$ cat config.mk
export PLATFORM = sky130hd
export DESIGN_NAME = fesq_host
export DESIGN_NICKNAME = d
export VERILOG_FILES = /design/src/rtl/fesq_pkg.sv /design/src/rtl/fesq_host.sv
export SDC_FILE = /design/constraint.sdc
export NUM_CORES = 1
export LEC_CHECK = 0
export ABC_CLOCK_PERIOD_IN_PS = 5430
export BUFFER_PORTS_ARGS = -buffer_cell sky130_fd_sc_hd__buf_4
export CORE_MARGIN = 5
export CORE_UTILIZATION = 64
export CTS_BUF_LIST = sky130_fd_sc_hd__clkbuf_4
export DETAILED_ROUTE_END_ITERATION = 8
export PLACE_DENSITY = 0.95
export SYNTH_ARGS = -nofsm -noshare
export SYNTH_HDL_FRONTEND = slang
export SYNTH_SLANG_ARGS = --single-unit
$ cat constraint.sdc
create_clock -name i_core_clk -period 5.43 [get_ports i_core_clk]
set_input_delay 1.629 -clock i_core_clk [delete_from_list [all_inputs] [get_ports i_core_clk]]
set_output_delay 1.629 -clock i_core_clk [all_outputs]
set_load 0.02 [all_outputs]
$ cat src/rtl/fesq_pkg.sv
// Function
// - Chip erase: six writes AA/555, 55/2AA, 80/555, AA/555, 55/2AA, 10/555.
// - After chip erase, poll reads until the device returns FF.
// - Protect drives A6 low, A1 high; unprotect A6 high, A1 high, A0 low.
// - Protect: sector address, count 1, elevated OE and A9, CE low, A6 low, pulse.
// - After each protect pulse wait 150 us, then WE high, CE and OE low.
// - Verify at sector address with A0 and A1 high; 01 means protected.
// - On failed verify bump count and pulse again; fail at 32.
// - When done, drop elevated A9 voltage, then write the reset command.
package fesq_pkg;
    localparam int ADDR_W = 19;
    localparam int CLK_MHZ = 25;
    localparam logic [ADDR_W-1:0] ADDR_555 = 19'h00555;
    localparam logic [ADDR_W-1:0] ADDR_2AA = 19'h002AA;
    localparam logic [7:0] CMD_AA = 8'hAA;
    localparam logic [7:0] CMD_55 = 8'h55;
    localparam logic [7:0] CMD_80 = 8'h80;
    localparam logic [7:0] CMD_10 = 8'h10;
    localparam logic [7:0] CMD_RESET = 8'hF0;
    localparam logic [7:0] ERASE_DONE = 8'hFF;
    localparam logic [7:0] PROT_CODE = 8'h01;
    localparam logic [5:0] MAX_PULSES = 6'h20;
    localparam int PULSE_WAIT_US = 150;
    localparam int PULSE_WAIT_CYC = PULSE_WAIT_US * CLK_MHZ;
    // Strobe phase lengths in cycles, less one; 40 ns each covers 35 ns pulses
    localparam logic [3:0] STROBE_CYC = 4'h2;
    localparam logic [3:0] SETUP_CYC = 4'h1;
    localparam int BIT_A0 = 0;
    localparam int BIT_A1 = 1;
    localparam int BIT_A6 = 6;
    typedef struct packed {
        logic ce_n;
        logic we_n;
        logic oe_n;
        logic oe_hv;
        logic a9_hv;
        logic [ADDR_W-1:0] addr;
    } fesq_pins_t;
    typedef enum logic [1:0] {OP_ERASE, OP_PROTECT, OP_UNPROTECT}
        fesq_op_t;
endpackage

$ cat src/rtl/fesq_host.sv
`timescale 1ns/1ns
module fesq_host
    import fesq_pkg::*;
#(
    parameter int PULSE_WAIT = PULSE_WAIT_CYC
)
(
    input wire logic i_core_clk,
    input wire logic i_rstn,
    input wire logic i_start,
    input wire fesq_op_t i_op,
    input wire logic [ADDR_W-1:0] i_sector_addr,
    output logic o_busy,
    output logic o_done,
    output logic o_fail,
    output fesq_pins_t o_pins,
    output logic [7:0] o_dq,
    output logic o_dq_oe,
    input wire logic [7:0] i_dq
);
    typedef enum {
        ST_IDLE, ST_CMD_SET, ST_CMD_WE, ST_CMD_GAP, ST_POLL_OE,
        ST_POLL_CHK, ST_HV_SET, ST_HV_WE, ST_HV_WAIT, ST_VFY_OE,
        ST_VFY_CHK, ST_HV_OFF, ST_RST_SET, ST_RST_WE, ST_END
    } fesq_st_t;

    fesq_st_t st_r, st_nxt;
    logic [2:0] step_r;
    logic [5:0] pulse_cnt_r;
    logic [31:0] tmr_r;
    logic [ADDR_W-1:0] sect_r;
    fesq_op_t op_r;
    logic fail_r, done_r;
    logic [7:0] dq_r;

    function automatic logic [ADDR_W+7:0] erase_step(input logic [2:0] s);
        case (s)
            3'h0: erase_step = {ADDR_555, CMD_AA};
            3'h1: erase_step = {ADDR_2AA, CMD_55};
            3'h2: erase_step = {ADDR_555, CMD_80};
            3'h3: erase_step = {ADDR_555, CMD_AA};
            3'h4: erase_step = {ADDR_2AA, CMD_55};
            default: erase_step = {ADDR_555, CMD_10};
        endcase
    endfunction

    wire [ADDR_W+7:0] cur_cmd = erase_step(step_r);
    wire tmr_done = (tmr_r == 32'h0);
    wire erase_ok = (dq_r == ERASE_DONE);
    wire prot_ok = (dq_r == PROT_CODE);
    wire unprot = (op_r == OP_UNPROTECT);
    wire hv_phase = (st_r == ST_HV_SET) || (st_r == ST_HV_WE) ||
        (st_r == ST_HV_WAIT) || (st_r == ST_VFY_OE) || (st_r == ST_VFY_CHK);
    // OE leaves the elevated level before the verify read; only A9 stays up
    wire hv_pulse = (st_r == ST_HV_SET) || (st_r == ST_HV_WE) ||
        (st_r == ST_HV_WAIT);
    // Sector address with the mode bits forced
    wire [ADDR_W-1:0] hv_addr_pulse = unprot ?
        ((sect_r | (19'h1 << BIT_A6) | (19'h1 << BIT_A1)) & ~19'h1) :
        ((sect_r & ~(19'h1 << BIT_A6)) | (19'h1 << BIT_A1));
    wire [ADDR_W-1:0] hv_addr_vfy = sect_r | (19'h1 << BIT_A0) |
        (19'h1 << BIT_A1);

    always_comb
    begin
        st_nxt = st_r;
        case (st_r)
            ST_IDLE:
                if (i_start)
                    st_nxt = (i_op == OP_ERASE) ? ST_CMD_SET : ST_HV_SET;
            ST_CMD_SET:
                if (tmr_done)
                    st_nxt = ST_CMD_WE;
            ST_CMD_WE:
                if (tmr_done)
                    st_nxt = ST_CMD_GAP;
            ST_CMD_GAP:
                if (tmr_done)
                    st_nxt = (step_r == 3'h5) ? ST_POLL_OE : ST_CMD_SET;
            ST_POLL_OE:
                if (tmr_done)
                    st_nxt = ST_POLL_CHK;
            ST_POLL_CHK:
                st_nxt = erase_ok ? ST_END : ST_POLL_OE;
            ST_HV_SET:
                if (tmr_done)
                    st_nxt = ST_HV_WE;
            ST_HV_WE:
                if (tmr_done)
                    st_nxt = ST_HV_WAIT;
            ST_HV_WAIT:
                if (tmr_done)
                    st_nxt = ST_VFY_OE;
            ST_VFY_OE:
                if (tmr_done)
                    st_nxt = ST_VFY_CHK;
            ST_VFY_CHK:
                if (prot_ok || unprot)
                    st_nxt = ST_HV_OFF;
                else if (pulse_cnt_r == MAX_PULSES)
                    st_nxt = ST_HV_OFF;
                else
                    st_nxt = ST_HV_SET;
            ST_HV_OFF:
                if (tmr_done)
                    st_nxt = ST_RST_SET;
            ST_RST_SET:
                if (tmr_done)
                    st_nxt = ST_RST_WE;
            ST_RST_WE:
                if (tmr_done)
                    st_nxt = ST_END;
            ST_END:
                st_nxt = ST_IDLE;
            default: st_nxt = ST_IDLE;
        endcase
    end

    wire entering = (st_nxt != st_r);
    wire [31:0] tmr_load = (st_nxt == ST_HV_WAIT) ? 32'(PULSE_WAIT - 1) :
        (st_nxt == ST_CMD_SET || st_nxt == ST_RST_SET ||
         st_nxt == ST_HV_OFF) ? 32'(SETUP_CYC) : 32'(STROBE_CYC);

    always_ff @(posedge i_core_clk)
    begin
        if (!i_rstn)
        begin
            st_r <= ST_IDLE;
            tmr_r <= 32'h0;
        end
        else
        begin
            st_r <= st_nxt;
            tmr_r <= entering ? tmr_load : (tmr_done ? tmr_r : tmr_r - 1);
        end
    end

    always_ff @(posedge i_core_clk)
    begin
        if (!i_rstn)
        begin
            step_r <= 3'h0;
            pulse_cnt_r <= 6'h0;
            sect_r <= '0;
            op_r <= OP_ERASE;
            fail_r <= 1'b0;
            done_r <= 1'b0;
            dq_r <= 8'h0;
        end
        else
        begin
            done_r <= (st_r == ST_END);
            if (st_r == ST_IDLE && i_start)
            begin
                op_r <= i_op;
                sect_r <= i_sector_addr;
                step_r <= 3'h0;
                pulse_cnt_r <= 6'h1;
                fail_r <= 1'b0;
            end
            if (st_r == ST_CMD_GAP && tmr_done)
                step_r <= step_r + 3'h1;
            if ((st_r == ST_POLL_OE || st_r == ST_VFY_OE) && tmr_done)
                dq_r <= i_dq;
            if (st_r == ST_VFY_CHK && !(prot_ok || unprot))
            begin
                if (pulse_cnt_r == MAX_PULSES)
                    fail_r <= 1'b1;
                else
                    pulse_cnt_r <= pulse_cnt_r + 6'h1;
            end
        end
    end

    always_comb
    begin
        o_pins.ce_n = 1'b1;
        o_pins.we_n = 1'b1;
        o_pins.oe_n = 1'b1;
        o_pins.oe_hv = hv_pulse;
        o_pins.a9_hv = hv_phase;
        o_pins.addr = sect_r;
        o_dq = dq_r;
        o_dq_oe = 1'b0;
        case (st_r)
            ST_CMD_SET, ST_CMD_WE:
            begin
                o_pins.ce_n = 1'b0;
                o_pins.we_n = (st_r != ST_CMD_WE);
                o_pins.addr = cur_cmd[ADDR_W+7:8];
                o_dq = cur_cmd[7:0];
                o_dq_oe = 1'b1;
            end
            ST_POLL_OE:
            begin
                o_pins.ce_n = 1'b0;
                o_pins.oe_n = 1'b0;
            end
            ST_HV_SET, ST_HV_WE:
            begin
                o_pins.ce_n = 1'b0;
                o_pins.we_n = (st_r != ST_HV_WE);
                o_pins.addr = hv_addr_pulse;
            end
            ST_HV_WAIT:
            begin
                o_pins.ce_n = 1'b0;
                o_pins.addr = hv_addr_pulse;
            end
            ST_VFY_OE, ST_VFY_CHK:
            begin
                o_pins.ce_n = 1'b0;
                o_pins.oe_n = 1'b0;
                o_pins.addr = hv_addr_vfy;
            end
            ST_RST_SET, ST_RST_WE:
            begin
                o_pins.ce_n = 1'b0;
                o_pins.we_n = (st_r != ST_RST_WE);
                o_dq = CMD_RESET;
                o_dq_oe = 1'b1;
            end
            default:
            begin
            end
        endcase
    end

    // oe_hv means OE at elevated voltage; the board mux gives it priority
    assign o_busy = (st_r != ST_IDLE);
    assign o_done = done_r;
    assign o_fail = fail_r;
endmodule

Yosys cells after proc, flatten, opt, wreduce, memory -nomap -nowiden

Index checks and enable logic that the tools add are counted.

Register bits after elaboration: 104
Logic and storage cells: 119
Bits of input ports: 32

Add/subtract/negate cells: 3
Reductions and logical operators: 30
Equal/unequal tests: 39
Mux-type cells: 38

Operator list:

| kind                  | count |
|---|---|
| $mux 32               | 14 |
| $pmux 32 s14          | 1 |
| $eq 32x4->1 const B   | 9 |
| $eq 32x5->1 const B   | 7 |
| $eq 32x3->1 const B   | 5 |
| $pmux 19 s3           | 2 |
| $eq 32x2->1 const B   | 3 |
| $logic_not 32->1      | 3 |
| $eq 32x1->1 const B   | 1 |
| $ne 32x3->1 const B   | 1 |
| $ne 32x32->1          | 1 |
| $ne 32x4->1 const B   | 1 |
| $ne 32x5->1 const B   | 1 |
| $reduce_bool 32->1    | 1 |
| $sub 32x1->32 const B | 1 |
| $mux 6                | 3 |
| $pmux 8 s2            | 1 |
| $mux 12               | 1 |
| $mux 3                | 4 |
| $mux 4                | 3 |
| $reduce_or 2->1       | 6 |
| $reduce_or 10->1      | 1 |
| $eq 8x1->1 const B    | 1 |
| $eq 8x8->1 const B    | 1 |
| 20 further kinds      | 38 |

Depth between registers and ports, before layout

Gate-level depths: netlist of the first run.

Depth in word-level cells: 10
Gate-level depth with buffers: 11
Gate-level depth less buffers: 9

Worst setup path before layout of the first run

No wires, ideal clock.

Kind: register to output
Start: register st_r[31]
End: output o_pins[1] (netlist bit)
Path buffers: 1
Arrival: 2.298 ns
Setup slack: 1.503 ns
Cell stages (with the launch flop): 9
Required time: 3.801 ns
Cell sequence: dfxtp_1 nor4_1 nand4_1 or2_2 clkbuf_1 nor3_1 nand2_1 o21ai_0 nand2b_1

RTL lines:

| what                   | RTL line         | RTL |
|---|---|---|
| from (decl)            | fesq_host.sv:27  | `fesq_st_t st_r, st_nxt;` |
| from (signal assigned) | fesq_host.sv:133 | `st_r <= st_nxt;` |
| to (decl)              | fesq_host.sv:16  | `output fesq_pins_t o_pins,` |

Worst setup path after layout of the first run

Start: register st_r[31]
End: output o_dq[5]

Longest elaborated chain between the ends: 3
Elaborated cells on any way between the ends: 7
Those cells by class: eq/ne: 4; mux: 1; reduce/logical: 2

Ends and longest elaborated chain:

| what                                      | RTL line         | RTL |
|---|---|---|
| $eq 32x4->1, or another cell as far along | fesq_host.sv:185 | `case (st_r)` |
| $reduce_or 2->1, on equally long branches | --               |  |
| $pmux 8 s2 (*)                            | fesq_host.sv:185 |  |
| to (decl)                                 | fesq_host.sv:17  | `output logic [7:0] o_dq,` |

Mark *: on every way between the ends. The rest lies on a longest branch, timed or not.

==> results.sh, run 1 <==
export IMPL_cts_buffers_inserted=9
export IMPL_final_nets=686
export IMPL_rr_startpoint="tmr_r[0]$_SDFFE_PN0P_"
export IMPL_regToRegSetupSlack_ps=1680
export IMPL_r2r_cells=9
export IMPL_final_antenna_net_count=0
export IMPL_slew_headroom_pct=25.2
export IMPL_cp_arrival_ps=3030
export IMPL_avgSynthCellArea_sq_um=8.37
export IMPL_cts_tree="done"
export IMPL_synth_area_sq_um=4740
export IMPL_end_kind="output port"
export IMPL_die_area_sq_um=9240
export IMPL_clk_path_buf_depth=2
export IMPL_pwr_share_seq_pct=62.4
export IMPL_grt_pass1_vias=4062
export IMPL_num_rows=31
export IMPL_grt_setup_unrepaired="no"
export IMPL_status="completed"
export IMPL_cts_sinks=104
export IMPL_synthXorXnorAreaFrac_pct=5.54
export IMPL_ir_drop_mv=0.198
export IMPL_max_freq_ghz=0.215
export IMPL_viasPerCell=5.78
export IMPL_cp_start_kind="flop"
export IMPL_synth_mux_area_share_pct=2.14
export IMPL_grt_max_degree=43
export IMPL_swShare_pct=23.9
export IMPL_drv_cap=0
export IMPL_yosysSeqAreaShare_pct=43.9
export IMPL_diodes=0
export IMPL_wirelength_microns=11100
export IMPL_tns_ps=0
export IMPL_netSwitchingPower_uw=299
export IMPL_yosys_top_cells_area="dfxtp_1 44%, nand2_1 6.3%, nor2_1 5.4%, a21oi_1 5.1%, xnor2_1 4.6%"
export IMPL_p_per_area_nw_per_um2=227
export IMPL_io_buffers=67
export IMPL_core_sq_um=7250
export IMPL_p_int_uw=950
export IMPL_synth_fa_ha_area_share_pct=2.11
export IMPL_hold_path_class="reg -> reg"
export IMPL_grt_ovfl_total=0
export IMPL_place_hpwl_microns=7910
export IMPL_required_ps=3800
export IMPL_synth_top_family_by_area="simple AND/OR/NAND/NOR gates"
export IMPL_synth_top_area_share_pct=43.9
export IMPL_initial_core_util_pct=65.4
export IMPL_yosysWarningCount=0
export IMPL_fp_dieH_microns=96.1
export IMPL_synthDistinctLibCells=59
export IMPL_cts_setup_buffers=0
export IMPL_synth_top_area_cell="dfxtp_1"
export IMPL_finClkSkew_ps=30.5
export IMPL_globalplace_congestion=0.955
export IMPL_finalCritPeriodShare_pct=85.7
export IMPL_hold_worst_slack_ps=462
export IMPL_synth_edf_count=0
export IMPL_timing_final_crit_period_ps=4660
export IMPL_path_max_fanout=19
export IMPL_io_pins=68
export IMPL_synthCells=567
export IMPL_crit_type="reg -> out"
export IMPL_grt_total_usage_pct=24.7
export IMPL_dominantRegCellSynth="dfxtp_1"
export IMPL_dr_pass1_iters=7
export IMPL_comb_power_share_pct=4.9
export IMPL_endpoint="o_dq[5]"
export IMPL_syn_to_final_growth_pct=16.1
export IMPL_drive_gt1_share_pct=15.8
export IMPL_vias=4333
export IMPL_p_total_uw=1250
export IMPL_regArea_sq_um=2080
export IMPL_final_setup_viol_count=0
export IMPL_cts_resized=0
export IMPL_grt_pass1_wl_microns=18100
export IMPL_yosys_area_share_simple_pct=28.0
export IMPL_clkTransAtPathRegs_ps=170
export IMPL_drcViolationCount=0
export IMPL_antenna_found_initial=0
export IMPL_root_buffer="clkbuf_4"
export IMPL_async_flop_share_pct=0
export IMPL_layout_commonest_cell="dfxtp_1"
export IMPL_final_max_slew_viol_count=0
export IMPL_avgRoutedWirePerCell_microns=14.7
export IMPL_nFillCells=498
export IMPL_multi_input_area_sq_um=2590
export IMPL_leakage_uw=0.00221
export IMPL_ys_ff_latch=104
export IMPL_setup_worst_path_start="st_r[31]$_SDFF_PN0_"
export IMPL_worst_slew_pin_slew_ps=1120
export IMPL_drt_iter0_markers=404
export IMPL_regToRegEndpoint="tmr_r[1]$_SDFFE_PN0P_"
export IMPL_htree_levels=3
export IMPL_final_hold_viol_count=0
export IMPL_synth_compound_area_share_pct=14.6
export IMPL_clk_latency_ps=470
export IMPL_final_cell_mix="104 x dfxtp_1, 80 x nand2_1, 69 x buf_4"
export IMPL_die_w_microns=96.1
export IMPL_postCtsHoldBufs=0
export IMPL_clkPwrFrac_pct=32.7
==> worst min-delay path by stage <==
stage,to,startpoint,slack [ps],cells after the start
floorplan,sect_r[11]$_SDFFE_PN0P_,sect_r[11]$_SDFFE_PN0P_,430,2
global placement,sect_r[16]$_SDFFE_PN0P_,sect_r[16]$_SDFFE_PN0P_,440,2
detailed placement,sect_r[14]$_SDFFE_PN0P_,sect_r[14]$_SDFFE_PN0P_,440,2
CTS,sect_r[16]$_SDFFE_PN0P_,sect_r[16]$_SDFFE_PN0P_,460,2
global route,sect_r[16]$_SDFFE_PN0P_,sect_r[16]$_SDFFE_PN0P_,480,2
finish,sect_r[14]$_SDFFE_PN0P_,sect_r[14]$_SDFFE_PN0P_,460,2
==> final cells by class <==
| cell class | count | share of cell area, % |
|---|---|---|
| repair buffers | 69 | 9.41 |
| inverters | 13 | 0.886 |
| well taps | 99 | 2.25 |
| flip-flops and latches | 104 | 37.8 |
| multi-input cells | 449 | 47.0 |
| clock inverters | 7 | 1.43 |
| clock buffers | 9 | 1.23 |
==> power by group through the flow <==
stage | clock network [uW] | registers (uW) | logic (uW)
2_1_floorplan | 0 | 794 | 36.1
3_3_place_gp | 0 | 794 | 58.3
3_5_place_dp | 0 | 795 | 59.8
4_1_cts | 417 | 779 | 60.1
5_1_grt | 454 | 781 | 67.2
6_report | 409 | 779 | 61.6
==> logic make-up after synthesis <==
logic type                 after synthesis
and+or+nand+nor                        264
AOI/OAI and AO/OA                      109
DFF                                    104
buffers and inverters                   41
xor gates and xnor gates                30
muxes                                   10
adders and majority gates                8
other                                    1
==> synth_stat cells (3+ instances only) <==
cell       number
xnor2_1        25
and2_1          8
nor2b_1         6
o41ai_1         3
or4_1           3
nand3_1        13
nand2b_1        6
and3_1          3
xor2_1          5
inv_1          12
a2bb2oi_1       3
or2_2           7
nand2_1        80
nor3b_1         4
a21oi_1        48
dfxtp_1       104
or4_4           5
a31oi_1         3
nor3_1         16
mux2i_1         9
or3_1           7
clkbuf_1       23
nor4_1         18
nor4b_1         4
nor2_1         68
a211oi_1        6
o21ai_1         4
nand4_1         7
ha_1            8
o211ai_1        3
o21a_1          6
a21o_1          9
o21ai_0        10
==> critical path, stage by stage, from the launching register on <==
cell and delay (ps):
dfxtp_1 340, nor4_1 300, nand4_1 180, or2_2 460, or3_1 660, nor2_1 320, a21oi_1 70, nand2_1 90
buf_4 140
==> flip-flops by register name, indices dropped and copies added, names as in the netlist <==
| register | flops |
|---|---|
| st_r | 32 |
| step_r | 3 |
| o_fail | 1 |
| tmr_r | 32 |
| dq_r | 8 |
| o_done | 1 |
| sect_r | 19 |
| op_r | 2 |
| pulse_cnt_r | 6 |
==> stage by stage <==
step,cells,util (%),setup WS (ps),area [sq um]
global placement,734,73.9,1420,5360
global route,750,75.9,542,5510
floorplan,594,-,1500,4850
detailed placement,734,73.9,1300,5360
CTS,750,75.9,759,5510
finish,750,75.9,774,5510
==> routing by layer <==
| layer | global-route usage [%] | wire length [microns] | vias up |
|---|---|---|---|
| li1 | - | - | 2113 |
| met1 | 30.8 | 4580 | 1982 |
| met2 | 40.8 | 5300 | 203 |
| met3 | 5.00 | 938 | 35 |
| met4 | 11.4 | 236 | 0 |
| met5 | 0 | 0 | - |
Power figures use the tool's default switching activity.
==> run 2: changes to the inputs <==
--- a/config.mk
+++ b/config.mk
@@ -6,12 +6,13 @@
 export NUM_CORES = 1
 export LEC_CHECK = 0
 export ABC_CLOCK_PERIOD_IN_PS = 5430
-export BUFFER_PORTS_ARGS = -buffer_cell sky130_fd_sc_hd__buf_4
 export CORE_MARGIN = 5
-export CORE_UTILIZATION = 64
+export CORE_UTILIZATION = 65
 export CTS_BUF_LIST = sky130_fd_sc_hd__clkbuf_4
 export DETAILED_ROUTE_END_ITERATION = 8
-export PLACE_DENSITY = 0.95
+export DONT_BUFFER_PORTS = 1
+export GPL_TIMING_DRIVEN = 1
+export PLACE_DENSITY = 0.91
 export SYNTH_ARGS = -nofsm -noshare
 export SYNTH_HDL_FRONTEND = slang
 export SYNTH_SLANG_ARGS = --single-unit
==> run 2 against run 1 <==
Effect of this change: die area fell by 1.4%; critical endpoint is now o_dq[6]; worst setup slack worse by 140 ps; routed wire length decreased by 4.4%; critical path depth decreased by 1; register-to-register slack improved by 120 ps; first-iteration DRC count down 34%.
==> results.sh, run 2 (synthesis results as in run 1) <==
export IMPL_use_met3_pct=4.74
export IMPL_grt_ovfl_total=0
export IMPL_setup_slack_ps=638
export IMPL_diodes=0
export IMPL_leakage_uw=0.00188
export IMPL_ir_drop_mv=0.194
export IMPL_grt_setup_unrepaired="no"
export IMPL_antenna_found_initial=0
export IMPL_die_w_microns=95.4
export IMPL_cp_arrival_ps=3160
export IMPL_reg_top3="st_r (32), tmr_r (32), sect_r (19)"
export IMPL_drt_iter0_markers=266
export IMPL_initial_core_util_pct=66.1
export IMPL_fp_dieH_microns=95.4
export IMPL_worst_slew_pin_slew_ps=1160
export IMPL_vias=4023
export IMPL_finClkSkew_ps=21.9
export IMPL_core_sq_um=7180
export IMPL_htree_levels=3
export IMPL_final_hold_viol_count=0
export IMPL_num_rows=31
export IMPL_final_nets=617
export IMPL_clkTransAtPathRegs_ps=140
export IMPL_cp_start_kind="flop"
export IMPL_root_buffer="clkbuf_4"
export IMPL_clk_path_buf_depth=2
export IMPL_cts_tree="done"
export IMPL_place_hpwl_microns=7530
export IMPL_final_setup_viol_count=0
export IMPL_end_kind="output port"
export IMPL_cts_sinks=104
export IMPL_hold_worst_slack_ps=463
export IMPL_crit_type="reg -> out"
export IMPL_final_antenna_net_count=0
export IMPL_required_ps=3800
export IMPL_die_area_sq_um=9110
export IMPL_grt_busiest_layer="met2"
export IMPL_timing_final_crit_period_ps=4790
export IMPL_layout_commonest_cell="dfxtp_1"
export IMPL_critPathMaxStageDelay_ps=760
export IMPL_grt_pass1_vias=3657
export IMPL_io_buffers=0
export IMPL_tns_ps=0
export IMPL_globalplace_congestion=0.939
export IMPL_grt_use_met2_pct=40.2
export IMPL_grt_pass1_wl_microns=17000
export IMPL_critPathMostFrequentCell="nand2_1"
export IMPL_dr_pass1_iters=7
export IMPL_slew_headroom_pct=22.7
export IMPL_nFillCells=558
export IMPL_clk_latency_ps=460
export IMPL_grt_total_usage_pct=23.3
export IMPL_drv_cap=0
export IMPL_cts_buffers_inserted=9
export IMPL_fin_cells=681
export IMPL_place_inst=665
export IMPL_path_max_fanout=13
export IMPL_status="completed"
export IMPL_viasPerCell=5.91
export IMPL_p_per_area_nw_per_um2=254
export IMPL_groute_layer_met1_usage_pct=28.6
export IMPL_finalCritPeriodShare_pct=88.3
export IMPL_cts_resized=0
export IMPL_crit_family="simple AND/OR/NAND/NOR gates"
export IMPL_avgRoutedWirePerCell_microns=15.5
export IMPL_drcViolationCount=0
export IMPL_io_pins=68
export IMPL_grt_max_degree=43
export IMPL_postCtsHoldBufs=0
export IMPL_cp_slowest_cell="nor3_1"
export IMPL_wirelength_microns=10600
export IMPL_drive_gt1_share_pct=5.67
export IMPL_hold_path_class="reg -> reg"
export IMPL_max_freq_ghz=0.209
export IMPL_cts_setup_buffers=0
export IMPL_final_cell_mix="104 x dfxtp_1, 80 x nand2_1, 68 x nor2_1"
export IMPL_crit_path_cell_trace="nor4_1 > nand4_1 > or2_2 > nor3_1 > nand2_1 > o21ai_0 > nand2_1"
export IMPL_syn_to_final_growth_pct=5.56
export IMPL_pre_cts_slack_ps=1150
export IMPL_cp_num_buf_inv=0
export IMPL_final_max_slew_viol_count=0
==> run 2: cell count changes in the layout (fill, tap and decap cells not counted), sizes merged <==
cell	before	now
clkinv	3	2
clkinvlp	2	1
bufinv	1	2
clkbuf	9	10
buf	69	0
==> run 2: power breakdown <==
| group | internal (uW) | leakage (uW) | switching, uW | total, uW |
|---|---|---|---|---|
| clock | 195 | 0.0000866 | 253 | 449 |
| combinational | 16.0 | 0.000941 | 26.7 | 42.6 |
| sequential | 775 | 0.000848 | 3.78 | 779 |
==> run 2: final timing paths <==
path                            depth (start not counted)                 endpoint  slack (ps)                     from
worst max-delay path                                    7                  o_dq[6]         640      st_r[31]$_SDFF_PN0_
worst min register to register                          2  sect_r[18]$_SDFFE_PN0P_         460  sect_r[18]$_SDFFE_PN0P_
worst max register to register                          9    tmr_r[0]$_SDFFE_PN0P_        1800    tmr_r[0]$_SDFFE_PN0P_
worst min-delay path                                    2  sect_r[18]$_SDFFE_PN0P_         460  sect_r[18]$_SDFFE_PN0P_
==> run 2: layer usage <==
layer,share of wire [%],vias to the layer above
li1,-,1967
met1,42,1891
met2,48,149
met3,7.7,16
met4,1.8,0
met5,0,-
==> run 2: final cells by class <==
| type | count | area (sq um) | share of cell area [%] |
|---|---|---|---|
| Tap cell | 99 | 124 | 2.47 |
| Clock inverter | 6 | 91.3 | 1.82 |
| Multi-Input combinational cell | 449 | 2590 | 51.7 |
| Sequential cell | 104 | 2080 | 41.6 |
| Inverter | 13 | 48.8 | 0.974 |
| Clock buffer | 10 | 75.1 | 1.50 |
==> run 2: tightest hold or removal path, cell delays in order (launching register included) <==
cell     delay (ps)
dfxtp_1         330
nand2_1          50
a21oi_1          50
==> run 2: metrics by stage <==
stage	total power (uW)	utilization (%)	area, sq um
finish	1270	69.8	5010
global route	1310	69.8	5010
CTS	1270	69.8	5010
detailed placement	836	67.5	4840
global placement	834	67.5	4840
floorplan	830	-	4850
==> run 3: changes to the inputs <==
--- a/config.mk
+++ b/config.mk
@@ -8,7 +8,7 @@
 export ABC_CLOCK_PERIOD_IN_PS = 5430
 export CORE_MARGIN = 5
 export CORE_UTILIZATION = 65
-export CTS_BUF_LIST = sky130_fd_sc_hd__clkbuf_4
+export CTS_BUF_LIST = sky130_fd_sc_hd__clkbuf_2
 export DETAILED_ROUTE_END_ITERATION = 8
 export DONT_BUFFER_PORTS = 1
 export GPL_TIMING_DRIVEN = 1
==> run 3 against run 2 <==
Effect of this change: die area is the same; flip-flop and latch count is the same; final cell count is the same; design area shrank 0.50%; power shrank 2.8%; register-to-register slack gained 30 ps; routed wire length shrank 0.80%.
==> results.sh, run 3 (synthesis results as in run 1) <==
export IMPL_status="completed"
export IMPL_cp_arrival_ps=3340
export IMPL_max_freq_ghz=0.201
export IMPL_drt_iter0_markers=300
export IMPL_path_max_fanout=13
export IMPL_cts_setup_buffers=0
export IMPL_final_nets=617
export IMPL_dr_pass1_iters=7
export IMPL_clkTransAtPathRegs_ps=240
export IMPL_nFillCells=570
export IMPL_cts_tree="done"
export IMPL_worst_slew_pin_slew_ps=1150
export IMPL_finalCritPeriodShare_pct=91.4
export IMPL_p_int_uw=951
export IMPL_slew_headroom_pct=23.2
export IMPL_wl_met1_microns=4470
export IMPL_clkPwrFrac_pct=33.3
export IMPL_routed_top_layer="met4"
export IMPL_swShare_pct=23.0
export IMPL_viasPerCell=5.90
export IMPL_final_antenna_net_count=0
export IMPL_hold_path_class="reg -> reg"
export IMPL_reg_top3="st_r (32), tmr_r (32), sect_r (19)"
export IMPL_final_hold_viol_count=0
export IMPL_grt_max_degree=43
export IMPL_grt_ovfl_total=0
export IMPL_tns_ps=0
export IMPL_globalplace_congestion=0.939
export IMPL_root_buffer="clkbuf_2"
export IMPL_postCtsHoldBufs=0
export IMPL_grt_total_usage_pct=23.4
export IMPL_initial_core_util_pct=66.1
export IMPL_required_ps=3800
export IMPL_antenna_found_initial=0
export IMPL_htree_levels=3
export IMPL_cts_resized=0
export IMPL_comb_power_share_pct=3.4
export IMPL_pwr_share_seq_pct=63.3
export IMPL_avgRoutedWirePerCell_microns=15.4
export IMPL_place_hpwl_microns=7530
export IMPL_crit_type="reg -> out"
export IMPL_netSwitchingPower_uw=284
export IMPL_cts_sinks=104
export IMPL_leakage_uw=0.00187
export IMPL_end_kind="output port"
export IMPL_core_sq_um=7180
export IMPL_syn_to_final_growth_pct=5.04
export IMPL_multi_input_area_sq_um=2590
export IMPL_clk_latency_ps=590
export IMPL_place_area_sq_um=4840
export IMPL_die_w_microns=95.4
export IMPL_grt_pass1_vias=3669
export IMPL_finClkSkew_ps=34.7
export IMPL_die_area_sq_um=9110
export IMPL_drive_gt1_share_pct=5.67
export IMPL_fin_area_sq_um=4980
export IMPL_num_rows=31
export IMPL_final_cell_mix="104 x dfxtp_1, 80 x nand2_1, 68 x nor2_1"
export IMPL_cts_buffers_inserted=9
export IMPL_wirelength_microns=10500
export IMPL_wl_met3_microns=802
export IMPL_place_inst=665
export IMPL_grt_pass1_wl_microns=17000
export IMPL_hold_worst_slack_ps=471
export IMPL_vias=4016
export IMPL_grt_setup_unrepaired="no"
export IMPL_cp_start_kind="flop"
export IMPL_regArea_sq_um=2080
export IMPL_final_max_slew_viol_count=0
export IMPL_layout_commonest_cell="dfxtp_1"
export IMPL_diodes=0
export IMPL_fp_dieH_microns=95.4
export IMPL_fin_cells=681
export IMPL_ir_drop_mv=0.194
export IMPL_wl_met2_microns=5000
export IMPL_drv_cap=0
export IMPL_clk_path_buf_depth=2
export IMPL_io_buffers=0
export IMPL_drcViolationCount=0
export IMPL_timing_final_crit_period_ps=4970
export IMPL_final_setup_viol_count=0
export IMPL_p_per_area_nw_per_um2=248
export IMPL_io_pins=68
-- run 3: final cells by class --
class                   count  share of cell area, %
inverters                  13                  0.979
clock inverters             6                   1.83
multi-input cells         449                   51.9
well taps                  99                   2.49
flip-flops and latches    104                   41.8
clock buffers              10                   1.00
-- run 3: power groups by stage --
stage / Sequential, uW / Clock [uW] / Combinational, uW
finish: 781 / 411 / 42.5
global route: 784 / 448 / 47.4
CTS: 782 / 416 / 41.5
detailed placement: 795 / 0 / 41.2
global placement: 794 / 0 / 39.6
floorplan: 794 / 0 / 36.1
-- run 3: path summary, 6_finish.rpt --
path | from | to | slack, ps | depth (start not counted)
worst min register to register | sect_r[18]$_SDFFE_PN0P_ | sect_r[18]$_SDFFE_PN0P_ | 470 | 2
worst min-delay path | sect_r[18]$_SDFFE_PN0P_ | sect_r[18]$_SDFFE_PN0P_ | 470 | 2
worst max register to register | tmr_r[0]$_SDFFE_PN0P_ | tmr_r[0]$_SDFFE_PN0P_ | 1830 | 9
worst max-delay path | st_r[31]$_SDFF_PN0_ | o_dq[6] | 460 | 7
-- run 3: critical path, stage by stage (launching register included) --
cell,delay (ps)
dfxtp_1,360
nor4_1,310
nand4_1,190
or2_2,460
nor3_1,770
nand2_1,320
o21ai_0,190
nand2_1,180
-- run 3: routing by layer --
| layer | global-route usage, % | vias to the layer above |
|---|---|---|
| met5 | 0 | - |
| met1 | 28.5 | 1872 |
| met2 | 40.2 | 148 |
| met3 | 5.13 | 19 |
| met4 | 8.89 | 0 |
| li1 | - | 1977 |
-- run 3: stage by stage --
step                util [%]  total power [uW]  worst slack (ps)
floorplan                  -               830              1500
CTS                     69.5              1240               478
detailed placement      67.5               836              1150
global placement        67.5               834              1240
global route            69.5              1280               168
finish                  69.5              1240               465
